<file path="src/common/port_override_map.svh">
// register offsets, reset values and bus codes for the port override block
`ifndef PORT_OVERRIDE_MAP_SVH
`define PORT_OVERRIDE_MAP_SVH

`define PO_NPIN 4
`define PO_ADDR_W 8
`define PO_ADDR_PIN 8'h00
`define PO_ADDR_DIR 8'h04
`define PO_ADDR_DATA 8'h08
`define PO_ADDR_PULL 8'h0C
`define PO_ADDR_STATUS 8'h10
`define PO_RST_DIR 4'h0
`define PO_RST_DATA 4'h0
`define PO_RST_PULL 4'h0
`define PO_RST_PINS 4'h0
`define PO_RST_RDATA 32'h0000_0000
`define PO_RST_SYNC 2'h0
`define PO_HSIZE_WORD 3'h2
`define PO_HRESP_OKAY 1'h0
`define PO_ZERO4 4'h0
`define PO_ONE1 1'h1
`define PO_ZERO1 1'h0

`endif

</file>
<file path="src/common/port_override_pkg.sv">
// types shared by the port override block
`include "port_override_map.svh"

package port_override_pkg;

    typedef logic [`PO_NPIN-1:0] pins_t;

    typedef struct packed {
        pins_t dirReg;
        pins_t dataReg;
        pins_t pullReg;
        pins_t pinSync1;
        pins_t pinSync2;
        logic dpWrite;
        logic [`PO_ADDR_W-1:0] dpAddr;
        pins_t pullupEn;
        pins_t driveEn;
        pins_t padOutReg;
        pins_t inputEn;
        pins_t altIn;
        logic [31:0] hrdata;
        logic hreadyout;
    } port_state_t;

    typedef struct packed {
        logic [1:0] stage;
    } sync_state_t;

endpackage

</file>
<file path="src/logic/pin_override_cell.sv">
// per-pin multiplexing of general-purpose controls against alternate-function overrides
`timescale 1ns/1ps
module pin_override_cell
(
    // general-purpose port bits
    input wire logic pullupEnableBit,
    input wire logic directionBit,
    input wire logic portDataBit,
    input wire logic sleepClamp,
    input wire logic padIn,
    // overrides from the alternate function
    input wire logic pullupOverrideEn,
    input wire logic pullupOverrideVal,
    input wire logic dirOverrideEn,
    input wire logic dirOverrideVal,
    input wire logic valueOverrideEn,
    input wire logic valueOverrideVal,
    input wire logic toggleOverrideEn,
    input wire logic inputEnOverrideEn,
    input wire logic inputEnOverrideVal,
    // resolved pin controls
    output logic pullupOn,
    output logic drive,
    output logic value,
    output logic inputEn,
    output logic altDigitalIn
);
    logic dataEff;

    always_comb
    begin
        dataEff = portDataBit ^ toggleOverrideEn; // [RULE4]
        pullupOn = pullupOverrideEn ? pullupOverrideVal : pullupEnableBit; // [RULE1]
        drive = dirOverrideEn ? dirOverrideVal : directionBit; // [RULE2]
        value = valueOverrideEn ? valueOverrideVal : dataEff; // [RULE3]
        inputEn = inputEnOverrideEn ? inputEnOverrideVal : !sleepClamp; // [RULE5]
        // clamped to ground when the input buffer is off
        altDigitalIn = padIn & inputEn; // [RULE6]
    end
endmodule // pin_override_cell

</file>
<file path="src/logic/port_override_top.sv">
// port override block: AHB-Lite port registers plus per-pin alternate-function muxing
// Function
// [RULE1] pull-up follows override value when enabled, else the pull-up enable bit
// [RULE2] driver follows direction override value when enabled, else the direction bit
// [RULE3] driven level is value override when enabled, else port data bit
// [RULE4] toggle override inverts port data; tied inactive on all pins here
// [RULE5] input enable follows override when enabled, else clamped in deep sleep
// [RULE6] alternate digital input taken after Schmitt trigger, before port synchroniser
// [RULE7] bit 3 reset function forces pull-up on, driver off, no value override
// [RULE8] clock-out flag makes bit 2 drive system clock, pull-up off, driver on
// [RULE9] bit 0 outputs compare A waveform while its enable is active
// [RULE10] bit 1 outputs compare B waveform when enabled and no external clock
// [RULE11] external clock select forces bit 1 pull-up and driver off, input on unless in power-down
// [RULE12] pin-change mask with group enable, or ADC disable, overrides input enable
// [RULE13] enabled external interrupt 0 keeps bit 2 input enabled in sleep
// [RULE14] software sets comparator pins as inputs with pull-up off
// [RULE15] port strobes and sleep shared; every override generated per pin
// [RULE16] pin inputs routed to pin-change, clock, capture, interrupt and count inputs
// [RULE17] overrides reach pin controls with no latency beyond register timing
`timescale 1ns/1ps
`include "port_override_map.svh"
module port_override_top
(
    // clock and reset
    input wire logic clk,
    input wire logic rst_b,
    // AHB-Lite slave
    input wire logic hsel,
    input wire logic [31:0] haddr,
    input wire logic [1:0] htrans,
    input wire logic hwrite,
    input wire logic [2:0] hsize,
    input wire logic [31:0] hwdata,
    input wire logic hready,
    output logic hreadyout,
    output logic [31:0] hrdata,
    output logic hresp,
    // configuration flags and sleep
    input wire logic resetPinDisableFlag,
    input wire logic clockOutFlag,
    input wire logic selectA,
    input wire logic powerDownState,
    input wire logic sleepClamp,
    // peripheral override sources
    input wire logic compareAEn,
    input wire logic compareAWave,
    input wire logic compareBEn,
    input wire logic compareBWave,
    input wire logic extIrq0En,
    input wire logic [3:0] pinChangeMask,
    input wire logic pinChangeGroupEn,
    input wire logic [3:0] adcDigitalDisableBit,
    // pads
    input wire logic [3:0] padIn,
    output logic [3:0] padOut,
    output logic [3:0] padOe,
    output logic [3:0] pullupEn,
    // alternate digital inputs
    output logic [3:0] pinChangeSrc,
    output logic extClockIn,
    output logic captureInput,
    output logic extIrq0In,
    output logic timerCountSrc
);
    port_override_pkg::port_state_t st_reg;
    port_override_pkg::port_state_t st_next;
    logic rstSyncB;
    logic addrTake;
    logic wrHit;
    port_override_pkg::pins_t dir_next;
    port_override_pkg::pins_t data_next;
    port_override_pkg::pins_t pull_next;
    port_override_pkg::pins_t pullupOverrideEn, pullupOverrideVal, dirOverrideEn, dirOverrideVal;
    port_override_pkg::pins_t valueOverrideEn, valueOverrideVal, toggleOverrideEn;
    port_override_pkg::pins_t inputEnOverrideEn, inputEnOverrideVal;
    port_override_pkg::pins_t cellPull, cellDrive, cellValue, cellIe, cellAlt;
    logic rstPinActive;
    logic pinChange0, pinChange1, pinChange2, pinChange3;

    // ------------------------------------------------------------
    // reset release
    // ------------------------------------------------------------
    reset_sync u_reset_sync
    (
        .clk(clk),
        .rst_b(rst_b),
        .rstSyncB(rstSyncB)
    );

    // ------------------------------------------------------------
    // register decode helpers
    // ------------------------------------------------------------
    function automatic logic regHit(input logic [`PO_ADDR_W-1:0] addr,
                                    input logic [`PO_ADDR_W-1:0] target);
        regHit = (addr == target);
    endfunction

    function automatic logic [31:0] readMux(input logic [`PO_ADDR_W-1:0] addr,
                                            input port_override_pkg::port_state_t s);
        readMux = `PO_RST_RDATA;
        if (regHit(addr, `PO_ADDR_PIN))
            readMux[3:0] = s.pinSync2;
        if (regHit(addr, `PO_ADDR_DIR))
            readMux[3:0] = s.dirReg;
        if (regHit(addr, `PO_ADDR_DATA))
            readMux[3:0] = s.dataReg;
        if (regHit(addr, `PO_ADDR_PULL))
            readMux[3:0] = s.pullReg;
        if (regHit(addr, `PO_ADDR_STATUS))
            readMux[11:0] = {s.inputEn, s.pullupEn, s.driveEn};
    endfunction

    // ------------------------------------------------------------
    // register write values, visible to the pin muxing in the same cycle
    // ------------------------------------------------------------
    assign wrHit = st_reg.dpWrite;
    assign dir_next = (wrHit && regHit(st_reg.dpAddr, `PO_ADDR_DIR)) ? hwdata[3:0]
                      : st_reg.dirReg;
    // writing ones to the pin register toggles the data bits
    assign data_next = (wrHit && regHit(st_reg.dpAddr, `PO_ADDR_DATA)) ? hwdata[3:0]
                       : (wrHit && regHit(st_reg.dpAddr, `PO_ADDR_PIN))
                         ? (st_reg.dataReg ^ hwdata[3:0]) : st_reg.dataReg;
    assign pull_next = (wrHit && regHit(st_reg.dpAddr, `PO_ADDR_PULL)) ? hwdata[3:0]
                       : st_reg.pullReg;
    assign addrTake = hsel && htrans[1] && hready;

    // ------------------------------------------------------------
    // per-pin override terms
    // ------------------------------------------------------------
    assign rstPinActive = !resetPinDisableFlag;
    assign pinChange0 = pinChangeMask[0] && pinChangeGroupEn;
    assign pinChange1 = pinChangeMask[1] && pinChangeGroupEn;
    assign pinChange2 = pinChangeMask[2] && pinChangeGroupEn;
    assign pinChange3 = pinChangeMask[3] && pinChangeGroupEn;

    always_comb
    begin
        toggleOverrideEn = `PO_ZERO4; // [RULE4]
        // bit 0: compare A output
        pullupOverrideEn[0] = `PO_ZERO1;
        pullupOverrideVal[0] = `PO_ZERO1;
        dirOverrideEn[0] = `PO_ZERO1;
        dirOverrideVal[0] = `PO_ZERO1;
        valueOverrideEn[0] = compareAEn; // [RULE9]
        valueOverrideVal[0] = compareAWave; // [RULE9]
        inputEnOverrideEn[0] = pinChange0 || adcDigitalDisableBit[0]; // [RULE12]
        inputEnOverrideVal[0] = pinChange0; // [RULE12]
        // bit 1: external clock, compare B
        pullupOverrideEn[1] = selectA; // [RULE11]
        pullupOverrideVal[1] = `PO_ZERO1;
        dirOverrideEn[1] = selectA; // [RULE11]
        dirOverrideVal[1] = `PO_ZERO1;
        valueOverrideEn[1] = selectA || compareBEn; // [RULE10]
        valueOverrideVal[1] = !selectA && compareBWave; // [RULE10]
        inputEnOverrideEn[1] = selectA || pinChange1 || adcDigitalDisableBit[1]; // [RULE12]
        inputEnOverrideVal[1] = (selectA && !powerDownState)
                                || (!selectA && pinChange1); // [RULE11]
        // bit 2: clock out, external interrupt 0
        pullupOverrideEn[2] = clockOutFlag; // [RULE8]
        pullupOverrideVal[2] = `PO_ZERO1;
        dirOverrideEn[2] = clockOutFlag; // [RULE8]
        dirOverrideVal[2] = `PO_ONE1;
        valueOverrideEn[2] = clockOutFlag;
        valueOverrideVal[2] = `PO_ZERO1;
        inputEnOverrideEn[2] = pinChange2 || adcDigitalDisableBit[2] || extIrq0En; // [RULE13]
        inputEnOverrideVal[2] = pinChange2 || extIrq0En; // [RULE13]
        // bit 3: reset pin
        pullupOverrideEn[3] = rstPinActive; // [RULE7]
        pullupOverrideVal[3] = `PO_ONE1; // [RULE7]
        dirOverrideEn[3] = rstPinActive; // [RULE7]
        dirOverrideVal[3] = `PO_ZERO1; // [RULE7]
        valueOverrideEn[3] = `PO_ZERO1; // [RULE7]
        valueOverrideVal[3] = `PO_ZERO1;
        inputEnOverrideEn[3] = rstPinActive || pinChange3 || adcDigitalDisableBit[3]; // [RULE12]
        inputEnOverrideVal[3] = resetPinDisableFlag && pinChange3; // [RULE12]
    end

    // ------------------------------------------------------------
    // pin cells, one per bit with its own override set
    // ------------------------------------------------------------
    generate
        for (genvar i = 0; i < `PO_NPIN; i++)
        begin : g_pin
            pin_override_cell u_cell // [RULE15]
            (
                .pullupEnableBit(pull_next[i]),
                .directionBit(dir_next[i]),
                .portDataBit(data_next[i]),
                .sleepClamp(sleepClamp),
                .padIn(padIn[i]),
                .pullupOverrideEn(pullupOverrideEn[i]),
                .pullupOverrideVal(pullupOverrideVal[i]),
                .dirOverrideEn(dirOverrideEn[i]),
                .dirOverrideVal(dirOverrideVal[i]),
                .valueOverrideEn(valueOverrideEn[i]),
                .valueOverrideVal(valueOverrideVal[i]),
                .toggleOverrideEn(toggleOverrideEn[i]),
                .inputEnOverrideEn(inputEnOverrideEn[i]),
                .inputEnOverrideVal(inputEnOverrideVal[i]),
                .pullupOn(cellPull[i]),
                .drive(cellDrive[i]),
                .value(cellValue[i]),
                .inputEn(cellIe[i]),
                .altDigitalIn(cellAlt[i])
            );
        end
    endgenerate

    // ------------------------------------------------------------
    // next state
    // ------------------------------------------------------------
    always_comb
    begin
        st_next = st_reg;
        st_next.pinSync1 = padIn;
        st_next.pinSync2 = st_reg.pinSync1;
        st_next.dpWrite = addrTake && hwrite && (hsize == `PO_HSIZE_WORD);
        st_next.dpAddr = haddr[`PO_ADDR_W-1:0];
        st_next.hrdata = addrTake && !hwrite ? readMux(haddr[`PO_ADDR_W-1:0], st_reg)
                         : `PO_RST_RDATA;
        st_next.hreadyout = `PO_ONE1;
        st_next.dirReg = dir_next;
        st_next.dataReg = data_next;
        st_next.pullReg = pull_next;
        // pin controls settle on the same edge as the register write
        st_next.pullupEn = cellPull; // [RULE17]
        st_next.driveEn = cellDrive; // [RULE17]
        st_next.padOutReg = cellValue;
        st_next.inputEn = cellIe;
        st_next.altIn = cellAlt;
    end

    always_ff @(posedge clk or negedge rstSyncB)
    begin
        if (!rstSyncB)
        begin
            st_reg <= '0;
        end
        else
        begin
            st_reg <= st_next;
        end
    end

    // ------------------------------------------------------------
    // outputs
    // ------------------------------------------------------------
    assign hreadyout = st_reg.hreadyout;
    assign hrdata = st_reg.hrdata;
    assign hresp = `PO_HRESP_OKAY;
    assign pullupEn = st_reg.pullupEn;
    assign padOe = st_reg.driveEn;
    // the system clock itself cannot pass through a flip-flop
    assign padOut = {st_reg.padOutReg[3], clockOutFlag ? clk : st_reg.padOutReg[2],
                     st_reg.padOutReg[1:0]}; // [RULE8]
    assign pinChangeSrc = st_reg.altIn; // [RULE16]
    assign extClockIn = st_reg.altIn[1]; // [RULE16]
    assign captureInput = st_reg.altIn[1]; // [RULE16]
    assign extIrq0In = st_reg.altIn[2];
    assign timerCountSrc = st_reg.altIn[2]; // [RULE16]
endmodule // port_override_top

</file>
<file path="src/logic/reset_sync.sv">
// two-stage release of the asynchronous active-low reset
`timescale 1ns/1ps
`include "port_override_map.svh"
module reset_sync
(
    // clock and raw reset
    input wire logic clk,
    input wire logic rst_b,
    // synchronised reset
    output logic rstSyncB
);
    port_override_pkg::sync_state_t st_reg;
    port_override_pkg::sync_state_t st_next;

    always_comb
    begin
        st_next.stage = {st_reg.stage[0], `PO_ONE1};
    end

    always_ff @(posedge clk or negedge rst_b)
    begin
        if (!rst_b)
        begin
            st_reg.stage <= `PO_RST_SYNC;
        end
        else
        begin
            st_reg <= st_next;
        end
    end

    assign rstSyncB = st_reg.stage[1];
endmodule // reset_sync

</file>
<file path="config.mk">
export PLATFORM = sky130hd
export DESIGN_NAME = port_override_top
export DESIGN_NICKNAME = d
export VERILOG_FILES = /design/src/common/port_override_pkg.sv /design/src/logic/pin_override_cell.sv /design/src/logic/port_override_top.sv /design/src/logic/reset_sync.sv
export VERILOG_INCLUDE_DIRS = /design/src /design/src/common
export SDC_FILE = /design/constraint.sdc
export NUM_CORES = 1
export LEC_CHECK = 0
export BUFFER_PORTS_ARGS = -buffer_cell sky130_fd_sc_hd__buf_2
export CORE_ASPECT_RATIO = 1.4
export CORE_MARGIN = 10
export CORE_UTILIZATION = 47
export CTS_CLUSTER_SIZE = 30
export DETAILED_ROUTE_END_ITERATION = 8
export PLACE_DENSITY = 0.84
export SLEW_MARGIN = 5
export SYNTH_ARGS = -nofsm -noshare
export SYNTH_HDL_FRONTEND = slang
export SYNTH_SLANG_ARGS = --single-unit
</file>
<file path="constraint.sdc">
create_clock -name clk -period 3.1 [get_ports clk]
set_input_delay 0.62 -clock clk [delete_from_list [all_inputs] [get_ports clk]]
set_output_delay 0.62 -clock clk [all_outputs]
set_load 0.02 [all_outputs]
</file>
# Yosys cells after proc, flatten, opt, wreduce, memory -nomap -nowiden
# Index checks and enable logic that the tools add are counted.
[word_totals]
output_inout_bits = 54
reg_bits = 64
word_cells = 86
inputBits = 97
[op_classes]
n_mux = 24
n_reduce_logical = 34
bitwise = 5
eq_ne = 8
[ops]
columns = ["operator", "n"]
rows = [
  ["== test 8 x 4 -> 1 bit, second input constant", 4],
  ["2-to-1 mux 4 bit", 8],
  ["2-to-1 mux 12 bit", 2],
  ["logical AND 1 bit", 17],
  ["== test 8 x 3 -> 1 bit, second input constant", 2],
  ["logical NOT 8 bit", 2],
  ["2-to-1 mux 1 bit", 14],
  ["logical OR 1 bit", 10],
  ["== test 8 x 5 -> 1 bit, second input constant", 1],
  ["logical NOT 1 bit", 5],
  ["AND 1 bit", 4],
  ["bitwise XOR 4 bit", 1],
  ["== test 3 x 2 -> 1 bit, second input constant", 1],
]

# Depth between registers and ports, before layout
[logic_depth]
ltp_word = 7
ltp_mapped = 6
depth_no_buf = 4

# Modules after synthesis
# Synthesis repeated with hierarchy kept, for this count alone.
[hier_totals]
hier_cells = 257
hier_area_um2 = 2900.3
[modules_own_cells]
columns = ["module", "area_per_inst_um2", "cells_per_inst", "seq_area_each_um2", "instances"]
rows = [
  ["port_override_top", 2586.2, 218, 1551.5, 1],
  ["pin_override_cell", 65.1, 9, 0.0, 4],
  ["reset_sync", 53.8, 3, 50.0, 1],
]

==> flow_metrics.env <==
export IMPL_status="complete, no violations"
export IMPL_vias_per_cell=4.790
export IMPL_required_ns=2.48
export IMPL_overflow=0
export IMPL_fin_ws_ns=0.3072
export IMPL_gp_congestion=0.8650
export IMPL_fin_skew_ns=0.01141
export IMPL_p_seq_frac=0.474
export IMPL_vias=1782
export IMPL_die_y_um=109.6
export IMPL_holdCritPathClass="in -> reg"
export IMPL_slew_headroom=0.5126
export IMPL_rows=32
export IMPL_end_kind="output pin"
export IMPL_numPortBuffers=76
export IMPL_finalNetCount=396
export IMPL_peakVddDrop_mv=0.3117
export IMPL_synthTopCellsByArea="dfrtp_1, buf_4, mux2_2"
export IMPL_seqCellArea_mm2=0.001528
export IMPL_dieArea_mm2=0.009199
export IMPL_ys_seq_area_frac=0.5669
export IMPL_insertion_delay_ns=0.44
export IMPL_slowest_stage="mux2_2"
export IMPL_synth_most_common_cell="dfrtp_1"
export IMPL_avgSynthCellArea_um2=11.27
export IMPL_grt_total_usage=0.1267
export IMPL_antenna_left=0
export IMPL_worstMarginPinSlew_ns=0.7312
export IMPL_clkPwrFrac=0.438
export IMPL_ys_flop_type="dfrtp_1"
export IMPL_ys_top_cells_by_count="dfrtp_1, buf_4, o21ai_0, and2_1"
export IMPL_hold_violations=0
export IMPL_dr_pass1_iters=4
export IMPL_largest_reg_flops=29
export IMPL_p_per_area_mw_per_mm2=582.8
export IMPL_die_width_um=83.97
export IMPL_arrival_ns=2.17
export IMPL_detail_route_wl_per_cell_um=15.77
export IMPL_cts_tree="built"
export IMPL_rsz0062_at_grt="false"
export IMPL_combPwrFrac=0.088
export IMPL_grt_pass1_wl_mm=8.990
export IMPL_grt_pass1_vias=1905
export IMPL_area_delta_synth_final_pct=14.92
export IMPL_drtIter0Drc=156
export IMPL_internal_power_uw=1347
export IMPL_synth_area_mm2=0.002693
export IMPL_routed_wl_mm=5.867
export IMPL_setup_viol=0
export IMPL_path_max_fanout=2
export IMPL_cap_violations=0
export IMPL_synth_edff_count=0
export IMPL_fin_setup_tns_ns=0
export IMPL_synth_top_area_cell="dfrtp_1"
export IMPL_cts_setup_buffers=0
export IMPL_crit_type="clk -> out"
export IMPL_drv_slew=0
export IMPL_path_common_cell="clkbuf_8"
export IMPL_yosys_register_bits=61
export IMPL_ios=151
export IMPL_syn_inst=239
export IMPL_dpl_hpwl_mm=4.621
export IMPL_synth_warnings=0
export IMPL_synth_cell_types=34
export IMPL_drc=0
export IMPL_fillers=488
export IMPL_place_ws_ns=0.5412
export IMPL_multi_input_area_um2=813.3
export IMPL_antenna_found_initial=0
export IMPL_p_leak_uw=0.001542
export IMPL_clk_pin_slew_ns=0.07
export IMPL_p_sw_frac=0.2533
export IMPL_start_kind="clock port"
export IMPL_antennaDiodeCount=0
export IMPL_start_util=0.4873
export IMPL_grt_max_degree=35
export IMPL_synth_top_area_share=0.5669
export IMPL_path_cells="clkbuf_8, clkbuf_8, mux2_2, buf_2"
export IMPL_switching_power_uw=456.7
export IMPL_drive_gt1_frac=0.3651
export IMPL_synthArstFlopShare=1.000
export IMPL_max_stage_delay_ns=0.25
export IMPL_core_area_mm2=0.005525
-- routing by layer --
layer,routed length (µm),part of all wire,GRT usage
met1,2056,0.35,0.1145
met2,3150,0.54,0.2245
met3,467,0.080,0.04885
met4,193,0.033,0.09952
met5,0,0,0
-- worst max-delay path: cells and delay by family --
kind | cells | cell delay (ns)
mux | 1 | 0.25
buf+inv | 3 | 0.38
-- cells by family (layout without fill, tap and decap cells) --
logic type                Yosys count  in the layout  share of synthesized area
buffers and inverters              63            107                     0.1603
AOI/OAI and AO/OA                  38             38                    0.08411
muxes                              11             11                    0.04508
xor gates and xnor gates            1              1                   0.003253
and+or+nand+nor                    63             63                     0.1375
DFF                                61             61                     0.5669
other                               2             23                   0.002789
-- repair_timing --
item                      CTS  global route
hold endpoints to repair    2             0
hold buffers                1             0
resized for setup           0             0
-- worst paths after layout --
check	from	endpoint	slack, ns	depth (start not counted)
max in group asynchronous	u_reset_sync.st_reg[1]	st_reg[57]	1.99	1
max reg2reg	st_reg[58]	pullupEn[3]	1.04	4
min reg2reg	u_reset_sync.st_reg[1]	st_reg[73]	0.33	0
min	haddr[7]	st_reg[60]	0.29	1
min in group asynchronous	u_reset_sync.st_reg[1]	st_reg[73]	0.33	0
max	clk	padOut[2]	0.31	4
-- per-stage QoR --
step	total power, µW	hold WS (ns)	cell area, µm²	utilization	std cells
floorplan	1009	0.3244	2771	-	260
global placement	1043	0.3348	2851	0.5161	352
detailed placement	1049	0.3347	2851	0.5161	352
CTS	1816	0.2861	3094	0.5600	372
global route	1880	0.2845	3094	0.5600	372
finish	1803	0.2934	3094	0.5600	372
-- placed cells by master (no fill, tap or decap), drive strengths merged, types with 2 or more instances in the layout --
master	count
mux2	9
clkinvlp	2
or2	3
clkbuf	13
inv	10
conb	23
o2111ai	4
nor4	2
nor3b	2
nor3	3
o21ai	20
and2	14
nor2b	5
a211oi	2
a31oi	4
dfrtp	61
nand3	8
nor2	8
mux2i	2
nand4	2
buf	77
nand2	10
a21oi	5
clkinv	3
-- power groups by stage --
stage                     clock network [µW]  logic, µW  registers, µW
after floorplan                         16.8        122            870
after global placement                  22.0        153            868
after detailed placement                22.0        158            869
after CTS                                802        160            855
after global routing                     847        175            859
final                                    790        159            854
-- area by class of cell --
| class | count | share of cell area |
|---|---|---|
| flip-flops and latches | 61 | 0.4937 |
| multi-input cells | 136 | 0.2628 |
| repair buffers | 77 | 0.1270 |
| clock buffers | 14 | 0.05621 |
| well taps | 68 | 0.02750 |
| clock inverters | 6 | 0.02062 |
| inverters | 10 | 0.01213 |
(Power assumes the default switching activity.)
